## src/core/hstrp_defines.svh

```systemverilog
`ifndef HSTRP_DEFINES_SVH
`define HSTRP_DEFINES_SVH

// Register offsets (byte addresses)
`define HSTRP_OFS_CFG 32'h0000_0000
`define HSTRP_OFS_STATUS 32'h0000_0004

// Configuration word layout
`define HSTRP_CFG_HYP_EN 0
`define HSTRP_CFG_NV 1
`define HSTRP_CFG_SMD 2
`define HSTRP_CFG_ID_GROUP3_TRAP_BIT 18
`define HSTRP_CFG_TSC 19
`define HSTRP_CFG_TGE 27
`define HSTRP_CFG_MASK 32'h080C_0007
`define HSTRP_CFG_RESET 32'h0000_0000

// Status word layout
`define HSTRP_ST_EC_LSB 0
`define HSTRP_ST_TRAP 8
`define HSTRP_ST_UNDEF 9
`define HSTRP_ST_CNT_LSB 16

// Exception class codes
`define HSTRP_EC_SMC_WIDE 6'h17
`define HSTRP_EC_SMC_NARROW 6'h13
`define HSTRP_EC_SYSREG 6'h18
`define HSTRP_EC_FP_ID 6'h08
`define HSTRP_EC_CP15 6'h03
`define HSTRP_EC_NONE 6'h00

// Identification encoding space
`define HSTRP_ID_OP0 2'h3
`define HSTRP_ID_CP 4'hF
`define HSTRP_ID_WIDE_CRM_LO 4'h1
`define HSTRP_ID_NARROW_CRM_LO 4'h2
`define HSTRP_ID_CRM_HI 4'h7

// AXI responses
`define HSTRP_RESP_OKAY 2'h0
`define HSTRP_RESP_SLVERR 2'h2

`endif

```

## src/core/hstrp_pkg.sv

```systemverilog
package hstrp_pkg;

    typedef enum logic [1:0] {
        HSTRP_EL_USER,
        HSTRP_EL_KERNEL,
        HSTRP_EL_HYP,
        HSTRP_EL_MON
    } hstrp_el_e;

    typedef enum logic [2:0] {
        HSTRP_K_OTHER,
        HSTRP_K_SMC,
        HSTRP_K_SYSREG_READ,
        HSTRP_K_CP_READ,
        HSTRP_K_FP_READ
    } hstrp_kind_e;

    typedef enum logic [1:0] {
        HSTRP_ID_LISTED,
        HSTRP_ID_NEWER,
        HSTRP_ID_UNLISTED
    } hstrp_idcls_e;

    typedef struct packed {
        logic [31:0] cfg;
        logic aw_got;
        logic [31:0] awaddr;
        logic w_got;
        logic [31:0] wdata;
        logic [3:0] wstrb;
        logic bvalid;
        logic [1:0] bresp;
        logic rvalid;
        logic [31:0] rdata;
        logic [1:0] rresp;
        logic res_valid;
        logic res_trap;
        logic res_undef;
        logic res_allow;
        logic res_ret_at_instr;
        logic [5:0] res_ec;
        logic [15:0] trap_cnt;
    } hstrp_state_s;

endpackage

```

## src/core/hstrp_core.sv

```systemverilog
// Chosen here: the AXI4-Lite interface to the registers and the placing of the registers.
`timescale 1ns/1ps
`include "hstrp_defines.svh"

module hstrp_core #(
    parameter bit EL3_IMPL = 1'b1,
    parameter bit NV_FEAT = 1'b0,
    parameter bit FGT_FEAT = 1'b0,
    parameter bit NOEL3_TRAP = 1'b1,
    parameter bit COND_FAIL_TRAP = 1'b0,
    parameter bit RAZ_TRAP = 1'b1,
    parameter bit UNLISTED_TRAP = 1'b0
) (
    // Clock and reset
    input wire logic aclk,
    input wire logic aresetn,
    // AXI4-Lite write address
    input wire logic [31:0] s_axi_awaddr,
    input wire logic [2:0] s_axi_awprot,
    input wire logic s_axi_awvalid,
    output logic s_axi_awready,
    // AXI4-Lite write data
    input wire logic [31:0] s_axi_wdata,
    input wire logic [3:0] s_axi_wstrb,
    input wire logic s_axi_wvalid,
    output logic s_axi_wready,
    // AXI4-Lite write response
    output logic [1:0] s_axi_bresp,
    output logic s_axi_bvalid,
    input wire logic s_axi_bready,
    // AXI4-Lite read address
    input wire logic [31:0] s_axi_araddr,
    input wire logic [2:0] s_axi_arprot,
    input wire logic s_axi_arvalid,
    output logic s_axi_arready,
    // AXI4-Lite read data
    output logic [31:0] s_axi_rdata,
    output logic [1:0] s_axi_rresp,
    output logic s_axi_rvalid,
    input wire logic s_axi_rready,
    // Request from instruction decode
    input wire logic req_valid,
    input hstrp_pkg::hstrp_kind_e req_kind,
    input hstrp_pkg::hstrp_el_e req_el,
    input wire logic req_wide,
    input wire logic req_cond_fail,
    input wire logic [1:0] req_op0,
    input wire logic [2:0] req_op1,
    input wire logic [3:0] req_crn,
    input wire logic [3:0] req_crm,
    input wire logic [3:0] req_coproc,
    input hstrp_pkg::hstrp_idcls_e req_id_class,
    input wire logic req_raz,
    input wire logic req_fp_feature,
    input wire logic req_cp_trap,
    // Decision to exception entry
    output logic res_valid,
    output logic res_trap,
    output logic res_undef,
    output logic res_allow,
    output logic res_ret_at_instr,
    output logic [5:0] res_ec
);

    hstrp_pkg::hstrp_state_s s_reg;
    hstrp_pkg::hstrp_state_s s_next;

    logic tsc_eff;
    logic id_group3_trap_bit_eff;
    logic hyp_en;
    logic kernel;
    logic trap;
    logic undef;
    logic [5:0] ec;
    logic in_space;
    logic hit;
    logic [31:0] merged;
    logic [31:0] status;

    // ****************************************************************
    // Trap decision
    // ****************************************************************
    always_comb begin
        s_next = s_reg;
        tsc_eff = s_reg.cfg[`HSTRP_CFG_TSC] & ~s_reg.cfg[`HSTRP_CFG_TGE];
        id_group3_trap_bit_eff = s_reg.cfg[`HSTRP_CFG_ID_GROUP3_TRAP_BIT] & ~s_reg.cfg[`HSTRP_CFG_TGE];
        hyp_en = s_reg.cfg[`HSTRP_CFG_HYP_EN];
        kernel = (req_el == hstrp_pkg::HSTRP_EL_KERNEL);
        trap = 1'b0;
        undef = 1'b0;
        ec = `HSTRP_EC_NONE;
        in_space = 1'b0;
        hit = 1'b0;
        // Listed always; newer unless zero-reading with RAZ_TRAP clear; unlisted per UNLISTED_TRAP; fine-grained all
        case (req_id_class)
            hstrp_pkg::HSTRP_ID_LISTED: hit = 1'b1;
            hstrp_pkg::HSTRP_ID_NEWER: hit = !req_raz || RAZ_TRAP;
            default: hit = UNLISTED_TRAP;
        endcase
        hit = hit || FGT_FEAT;
        case (req_kind)
            hstrp_pkg::HSTRP_K_SMC: begin
                ec = req_wide ? `HSTRP_EC_SMC_WIDE : `HSTRP_EC_SMC_NARROW;
                if (req_el == hstrp_pkg::HSTRP_EL_USER) begin
                    undef = 1'b1;
                end else if (kernel) begin
                    if (!req_wide && req_cond_fail) begin
                        trap = tsc_eff && hyp_en && COND_FAIL_TRAP;
                    end else if (EL3_IMPL) begin
                        trap = tsc_eff && hyp_en;
                        undef = !trap && s_reg.cfg[`HSTRP_CFG_SMD];
                    end else if (NV_FEAT && s_reg.cfg[`HSTRP_CFG_NV]
                                 && req_wide) begin
                        trap = tsc_eff && hyp_en;
                        undef = !trap;
                    end else begin
                        trap = tsc_eff && hyp_en && NOEL3_TRAP;
                        undef = !trap;
                    end
                end
            end
            hstrp_pkg::HSTRP_K_SYSREG_READ: begin
                ec = `HSTRP_EC_SYSREG;
                in_space = req_wide && (req_op0 == `HSTRP_ID_OP0)
                    && (req_op1 == 3'h0) && (req_crn == 4'h0)
                    && (req_crm >= `HSTRP_ID_WIDE_CRM_LO)
                    && (req_crm <= `HSTRP_ID_CRM_HI);
                trap = kernel && in_space && hit && id_group3_trap_bit_eff && hyp_en;
            end
            hstrp_pkg::HSTRP_K_CP_READ: begin
                ec = `HSTRP_EC_CP15;
                in_space = !req_wide && (req_coproc == `HSTRP_ID_CP)
                    && (req_op1 == 3'h0) && (req_crn == 4'h0)
                    && (req_crm >= `HSTRP_ID_NARROW_CRM_LO)
                    && (req_crm <= `HSTRP_ID_CRM_HI);
                trap = kernel && in_space && hit && id_group3_trap_bit_eff && hyp_en;
            end
            hstrp_pkg::HSTRP_K_FP_READ: begin
                ec = `HSTRP_EC_FP_ID;
                trap = kernel && !req_wide && req_fp_feature
                    && !req_cp_trap && id_group3_trap_bit_eff && hyp_en;
            end
            default: begin
                trap = 1'b0;
            end
        endcase
        if (!trap) begin
            ec = `HSTRP_EC_NONE;
        end

        // Result is one cycle behind the request
        s_next.res_valid = req_valid;
        s_next.res_trap = req_valid && trap;
        s_next.res_undef = req_valid && undef;
        s_next.res_ec = req_valid ? ec : `HSTRP_EC_NONE;
        s_next.res_allow = req_valid && !trap && !undef;
        s_next.res_ret_at_instr = req_valid && trap;
        if (req_valid && trap) begin
            s_next.trap_cnt = s_reg.trap_cnt + 16'h0001;
        end

        // ************************************************************
        // AXI4-Lite slave
        // ************************************************************
        if (s_axi_awvalid && s_axi_awready) begin
            s_next.aw_got = 1'b1;
            s_next.awaddr = s_axi_awaddr;
        end
        if (s_axi_wvalid && s_axi_wready) begin
            s_next.w_got = 1'b1;
            s_next.wdata = s_axi_wdata;
            s_next.wstrb = s_axi_wstrb;
        end
        merged = s_reg.cfg;
        for (int i = 0; i < 4; i++) begin
            if (s_reg.wstrb[i]) begin
                merged[i*8 +: 8] = s_reg.wdata[i*8 +: 8];
            end
        end
        if (s_reg.aw_got && s_reg.w_got && !s_reg.bvalid) begin
            s_next.aw_got = 1'b0;
            s_next.w_got = 1'b0;
            s_next.bvalid = 1'b1;
            if (s_reg.awaddr[31:2] == `HSTRP_OFS_CFG >> 2) begin
                // Bits without a function stay zero
                s_next.cfg = merged & `HSTRP_CFG_MASK;
                s_next.bresp = `HSTRP_RESP_OKAY;
            end else if (s_reg.awaddr[31:2] == `HSTRP_OFS_STATUS >> 2) begin
                s_next.bresp = `HSTRP_RESP_OKAY;
            end else begin
                s_next.bresp = `HSTRP_RESP_SLVERR;
            end
        end
        if (s_reg.bvalid && s_axi_bready) begin
            s_next.bvalid = 1'b0;
        end

        status = 32'h0000_0000;
        status[`HSTRP_ST_EC_LSB +: 6] = s_reg.res_ec;
        status[`HSTRP_ST_TRAP] = s_reg.res_trap;
        status[`HSTRP_ST_UNDEF] = s_reg.res_undef;
        status[`HSTRP_ST_CNT_LSB +: 16] = s_reg.trap_cnt;
        if (s_reg.rvalid && s_axi_rready) begin
            s_next.rvalid = 1'b0;
        end
        if (s_axi_arvalid && s_axi_arready) begin
            s_next.rvalid = 1'b1;
            if (s_axi_araddr[31:2] == `HSTRP_OFS_CFG >> 2) begin
                s_next.rdata = s_reg.cfg;
                s_next.rresp = `HSTRP_RESP_OKAY;
            end else if (s_axi_araddr[31:2] == `HSTRP_OFS_STATUS >> 2) begin
                s_next.rdata = status;
                s_next.rresp = `HSTRP_RESP_OKAY;
            end else begin
                s_next.rdata = 32'h0000_0000;
                s_next.rresp = `HSTRP_RESP_SLVERR;
            end
        end
    end

    // ****************************************************************
    // State register
    // ****************************************************************
    always_ff @(posedge aclk) begin
        if (!aresetn) begin
            s_reg <= '0;
            s_reg.cfg <= `HSTRP_CFG_RESET;
        end else begin
            s_reg <= s_next;
        end
    end

    // ****************************************************************
    // Outputs
    // ****************************************************************
    // Ready waits for the response slot so one write is in flight
    assign s_axi_awready = !s_reg.aw_got && !s_reg.bvalid;
    assign s_axi_wready = !s_reg.w_got && !s_reg.bvalid;
    assign s_axi_bvalid = s_reg.bvalid;
    assign s_axi_bresp = s_reg.bresp;
    assign s_axi_arready = !s_reg.rvalid;
    assign s_axi_rvalid = s_reg.rvalid;
    assign s_axi_rdata = s_reg.rdata;
    assign s_axi_rresp = s_reg.rresp;
    assign res_valid = s_reg.res_valid;
    assign res_trap = s_reg.res_trap;
    assign res_undef = s_reg.res_undef;
    assign res_allow = s_reg.res_allow;
    assign res_ret_at_instr = s_reg.res_ret_at_instr;
    assign res_ec = s_reg.res_ec;

endmodule

```

## config.mk

```make
export PLATFORM = sky130hd
export DESIGN_NAME = hstrp_core
export DESIGN_NICKNAME = d
export VERILOG_FILES = /design/src/core/hstrp_pkg.sv /design/src/core/hstrp_core.sv
export VERILOG_INCLUDE_DIRS = /design/src /design/src/core
export SDC_FILE = /design/constraint.sdc
export NUM_CORES = 1
export LEC_CHECK = 0
export BUFFER_PORTS_ARGS = -buffer_cell sky130_fd_sc_hd__clkbuf_2
export CORE_MARGIN = 5
export CORE_UTILIZATION = 26
export CTS_CLUSTER_SIZE = 30
export DETAILED_ROUTE_END_ITERATION = 10
export HOLD_SLACK_MARGIN = 0.15
export PLACE_DENSITY = 0.53
export SETUP_SLACK_MARGIN = 0.02
export SLEW_MARGIN = 20
export SYNTH_ARGS = -nofsm -noshare
export SYNTH_HDL_FRONTEND = slang
export SYNTH_SLANG_ARGS = --single-unit
```

## constraint.sdc

```tcl
create_clock -name aclk -period 4.45 [get_ports aclk]
set_input_delay 0.6675 -clock aclk [delete_from_list [all_inputs] [get_ports aclk]]
set_output_delay 0.6675 -clock aclk [all_outputs]
set_load 0.05 [all_outputs]
```

==> summary.md, run 1 <==
| Metric | Value |
|---|---|
| Yosys cell types | `47` |
| Hold path start | `s_reg[88]` |
| Final hold vios | `0` |
| Tmin final | `2.36 ns` |
| Post-route clock skew | `0.0116 ns` |
| GRT overflow | `0` |
| Port Buf Inserts | `143` |
| Crit path launch type | `input port` |
| First-pass GRT wire length | `19900 um` |
| Initial Utilization | `0.265` |
| Number of global-route vias before repair | `3943` |
| Crit-path max FO | `21` |
| Ports | `195` |
| Register area share after synthesis | `0.430` |
| Die Ht | `143 um` |
| Ys async rst share | `0` |
| Clk buf depth | `2` |
| Die width | `143 um` |
| Vias per cell | `4.62` |
| Core area | `17200 sq um` |
| Final Max Tran Viols | `0` |
| Sink Count | `98` |
| RSZ-0062 raised after global routing | `no` |
| Worst setup path class | `input port to flip-flop` |
| Worst R2R End | `s_reg[162]` |
| Worst Hold Depth | `2` |
| Std cell rows | `48` |
| Area share of the largest cell type after synthesis | `0.430` |
| Synth top cells by count | `nand2_1, dfxtp_1, a21oi_1` |
| Top cells by area, synth | `dfxtp_1, nand2_1, buf_4, a21oi_1, mux2i_1` |
| Placer Congestion | `0.747` |
| Detailed Route Iter0 Violations | `165` |
| Worst-path clk slew | `0.07 ns` |
| Worst relative slew slack | `0.328` |
| Final setup violation count | `0` |
| Drc violations | `0` |
| Crit path DAT | `2.64 ns` |
| Slew at the pin closest to its max-slew limit | `1.01 ns` |
| Detailed Route WL | `12400 um` |
| Required @ worst endpoint | `4.73 ns` |
| Peak VDD IR | `0.192 mV` |
| Hold Path Class | `flip-flop to flip-flop` |
| Reg2reg path depth | `5` |
| Layout cells sized above 1 | `0.276` |
| Max FFs per register | `62` |
| Final period util | `0.531` |
| PD cells | `357 nW/um^2` |
| #FFs+latches synth | `98` |
| Syn Area/Cell | `8.35 sq um` |
| Commonest register cell after synthesis | `dfxtp_1` |
| YS warnings | `0` |
| Leakage power | `0.00222 uW` |
| Cells after Synth | `547` |
| Max_cap viols | `0` |
| CTS buffer count | `9` |
| Final TNS setup | `0 ns` |
| Final #Nets | `788` |
| Area leader, netlist | `dfxtp_1` |
| Pin count of the biggest net entering global routing | `44` |
| Post-DP HPWL | `9370 um` |
| Worst r2r src | `s_reg[107]` |
| Flop2flop setup slack | `2.30 ns` |
| Worst Setup EP | `s_reg[1]` |
| Synthesized cell area | `4570 sq um` |
| Clock root cell | `clkbuf_16` |
| End-of-flow core utilization | `0.320` |
| CTS tree | `done` |
| Area Overhead vs Synth | `20.8%` |
| F_max | `423 MHz` |
| H-Tree Depth | `3` |
| Cts hold-fix bufs | `0` |
| Postcts setup bufs | `0` |
| Die Footprint | `20300 sq um` |
| DRT antenna net count | `0` |
| Initial antenna violation count | `0` |
| ANT cells | `0` |
| Clock Latency Late Sink | `0.35 ns` |
| Wire per inst | `14.2 um` |
| Most frequent cell after synthesis | `nand2_1` |
| Post-synth EDFFs | `0` |
| Hold slack | `0.456 ns` |
| Post-cts gate resize count | `0` |
| Crit path from | `req_op1[1]` |
| Run status | `finished, final reports clean` |
| Pre-antenna DRT Iters | `4` |
| Overall track demand over capacity in global routing | `0.123` |
| Vias | `4038` |
| Critical path endpoint category | `flip-flop` |
## cells by family after synthesis
group                      count (synthesis)  synth area share
AOI/OAI and AO/OA                        102             0.144
and+or+nand+nor                          246             0.279
other                                      1          0.000821
buffers and inverters                     81             0.105
adders and majority gates                  1           0.00274
DFF                                       98             0.430
muxes                                     16            0.0351
xor gates and xnor gates                   2           0.00384
## report_power, final
group | total (uW) | internal [uW] | switching (uW)
Combinational | 235 | 77.4 | 158
Clock | 810 | 468 | 342
Sequential | 924 | 907 | 16.7
## cell type report
type / count / area [sq um]
timing repair buffer: 147 / 746
clock inverter: 5 / 60.1
fill: 1851 / 11700
inverter: 9 / 33.8
multi-input combinational: 379 / 2180
sequential: 98 / 1960
clock buffer: 11 / 253
tap: 225 / 282
## worst min path at each step
stage / endpoint / slack [ns]
global route: s_axi_rvalid / 0.48
detailed placement: s_reg[71] / 0.45
floorplan: s_reg[124] / 0.44
finish: s_reg[88] / 0.46
CTS: s_reg[88] / 0.46
global placement: s_reg[71] / 0.44
## critical path: stages
cell	delay, ns
clkbuf_2	0.09
or4_1	0.52
nor4_1	0.35
a311oi_2	0.16
buf_4	0.25
nor3b_1	0.37
mux2i_1	0.23
## per-layer routing
layer | GRT usage | routed length [um]
met1 | 0.154 | 5520
met2 | 0.205 | 6050
met3 | 0.0413 | 697
met4 | 0.0280 | 127
met5 | 0 | 0
## layout by cell type (no fill, tap or decap), types with 10 or more instances in the layout
cell and n:
dfxtp_1 98, nor2_1 30, clkbuf_2 143, nand2b_1 19, mux2i_1 16, o21ai_0 13
a22oi_1 17, nor4_1 21, nand4_1 10, conb_1 12, a21oi_1 46, nand3_1 12
nand2_1 108
## stage by stage
step | instance area, sq um | power [uW] | setup WS, ns | cells
after floorplan | 4610 | 1100 | 2.10 | 558
after global placement | 5200 | 1180 | 1.63 | 858
after detailed placement | 5200 | 1180 | 1.68 | 858
after CTS | 5510 | 2010 | 2.02 | 874
after global routing | 5510 | 2070 | 1.86 | 874
final | 5510 | 1970 | 2.09 | 874
Power figures use the tool's default switching activity.
==> run 2: changes to the inputs <==
--- a/config.mk
+++ b/config.mk
@@ -12,7 +12,7 @@
 export CTS_CLUSTER_SIZE = 30
 export DETAILED_ROUTE_END_ITERATION = 10
 export HOLD_SLACK_MARGIN = 0.15
-export PLACE_DENSITY = 0.53
+export PLACE_DENSITY = 0.55
 export SETUP_SLACK_MARGIN = 0.02
 export SLEW_MARGIN = 20
 export SYNTH_ARGS = -nofsm -noshare
==> constraint.sdc (replaced) <==
create_clock -name aclk -period 2.1 [get_ports aclk]
set_input_delay 0.315 -clock aclk [delete_from_list [all_inputs] [get_ports aclk]]
set_output_delay 0.315 -clock aclk [all_outputs]
set_load 0.05 [all_outputs]
==> run 2 against run 1 <==
Sequential cell count unchanged. Clock power up 91%. First-iteration DRC count up 19%. Register-to-register slack worse by 2.1 ns. Via count up 0.17%. Hold slack worse by 0.27 ns. Die area unchanged. Wire length down 2.9%. Worst setup slack worse by 1.9 ns. Cell count up 3.2%. Non-clock buffer count up 28. Clock-buffer cell count down 1. Largest cell class unchanged.
==> summary.md, run 2 (synthesized netlist as in run 1, its figures left out) <==
| Metric | Value |
|---|---|
| ANT cells | `0` |
| Worst-path clk slew | `0.07 ns` |
| Max_cap viols | `0` |
| Slew at the pin closest to its max-slew limit | `0.531 ns` |
| Required @ worst endpoint | `2.37 ns` |
| Most frequent cells in the layout | `clkbuf_2, nand2_1, dfxtp_1, a21oi_1` |
| CTS buffer count | `9` |
| Overall track demand over capacity in global routing | `0.118` |
| Worst R2R End | `s_reg[137]` |
| Initial Utilization | `0.265` |
| Hold path start | `s_axi_wdata[2]` |
| Port Buf Inserts | `143` |
| Critical path endpoint category | `flip-flop` |
| Post-cts gate resize count | `0` |
| PD cells | `707 nW/um^2` |
| Postcts setup bufs | `0` |
| Post-DP HPWL | `9510 um` |
| Pre-antenna DRT Iters | `4` |
| Leakage power | `0.00235 uW` |
| Final hold vios | `0` |
| Hold endpoint | `s_reg[71]` |
| Area Overhead vs Synth | `25.3%` |
| Core area | `17200 sq um` |
| Peak VDD IR | `0.359 mV` |
| Crit path launch type | `input port` |
| Final Max Tran Viols | `0` |
| Cts hold-fix bufs | `1` |
| Hold slack | `0.191 ns` |
| Ports | `195` |
| Crit-path max FO | `21` |
| Crit path DAT | `2.18 ns` |
| Die Ht | `143 um` |
| Worst setup path class | `input port to flip-flop` |
| Flop2flop setup slack | `0.22 ns` |
| Most common cell after layout, fill and taps aside | `clkbuf_2` |
| Post-route clock skew | `0.00698 ns` |
| Vias per cell | `4.48` |
| Initial antenna violation count | `0` |
| Worst r2r src | `s_reg[121]` |
| GRT overflow | `0` |
| Final #Nets | `816` |
| RSZ-0062 raised after global routing | `no` |
| Total power | `4040 uW` |
| Detailed Route Iter0 Violations | `196` |
| F_max | `524 MHz` |
| H-Tree Depth | `3` |
| Worst relative slew slack | `0.645` |
| Clk buf depth | `2` |
| Final setup violation count | `0` |
| Max FFs per register | `62` |
| Wire per inst | `13.3 um` |
| Run status | `finished, final reports clean` |
| Clock root cell | `clkbuf_16` |
| Number of global-route vias before repair | `3896` |
| CTS tree | `done` |
| End-of-flow core utilization | `0.332` |
| Std cell rows | `48` |
| Vias | `4045` |
| Die width | `143 um` |
| Die Footprint | `20300 sq um` |
| DRT antenna net count | `0` |
| Sink Count | `98` |
| Hold Path Class | `input port to flip-flop` |
| First-pass GRT wire length | `19500 um` |
| Reg2reg path depth | `5` |
| Detailed Route WL | `12000 um` |
| Layout cells sized above 1 | `0.306` |
| Placer Congestion | `0.789` |
| Drc violations | `0` |
| Tmin final | `1.91 ns` |
| Clock Latency Late Sink | `0.34 ns` |
| Worst Hold Depth | `3` |
| Pin count of the biggest net entering global routing | `31` |
| Final period util | `0.909` |
-- run 2: power by group --
part / internal [uW] / switching (uW) / total [uW] / leakage [uW]
clock network: 838 / 713 / 1550 / 0.000139
logic: 194 / 339 / 533 / 0.00142
registers: 1920 / 35.8 / 1960 / 0.000797
total: 2950 / 1090 / 4040 / 0.00235
-- run 2: final cells by class --
type	instances	area, sq um
fillers	1870	11500
multi-input cells	379	2180
flip-flops and latches	98	1960
repair buffers	175	983
well taps	225	282
clock buffers	10	239
clock inverters	6	40.0
inverters	9	33.8
-- run 2: worst max path at each step --
stage,start,cells past startpoint,end
detailed placement,req_op1[1],7,s_reg[0]
global placement,req_op1[1],8,s_reg[8]
global route,req_kind[0],7,s_reg[0]
floorplan,s_axi_bvalid,5,s_reg[65]
finish,req_op1[1],7,s_reg[0]
CTS,s_reg[121],5,s_reg[137]
-- run 2: metal layers --
layer | track usage | vias to the layer above | wire length, um
met5 | 0 | - | 0
met4 | 0.0320 | 0 | 116
met3 | 0.0282 | 11 | 627
met2 | 0.191 | 95 | 5540
met1 | 0.157 | 1803 | 5740
li1 | - | 2136 | -
-- run 2: worst max-delay path, stage by stage --
cell,delay [ns]
clkbuf_2,0.09
or4_1,0.50
nor4_1,0.27
a311oi_2,0.19
buf_12,0.20
nor3b_1,0.38
mux2i_1,0.22
-- run 2: through the flow --
| step | TNS, ns | std cells | setup WS, ns | area [sq um] |
|---|---|---|---|---|
| 4_1_cts | 0 | 902 | 0.179 | 5720 |
| 3_5_place_dp | -1.37 | 885 | -0.168 | 5430 |
| 3_3_place_gp | -1.38 | 885 | -0.158 | 5430 |
| 6_report | 0 | 902 | 0.190 | 5720 |
| 2_1_floorplan | 0 | 558 | 0.0851 | 4610 |
| 5_1_grt | 0 | 902 | 0.0513 | 5720 |
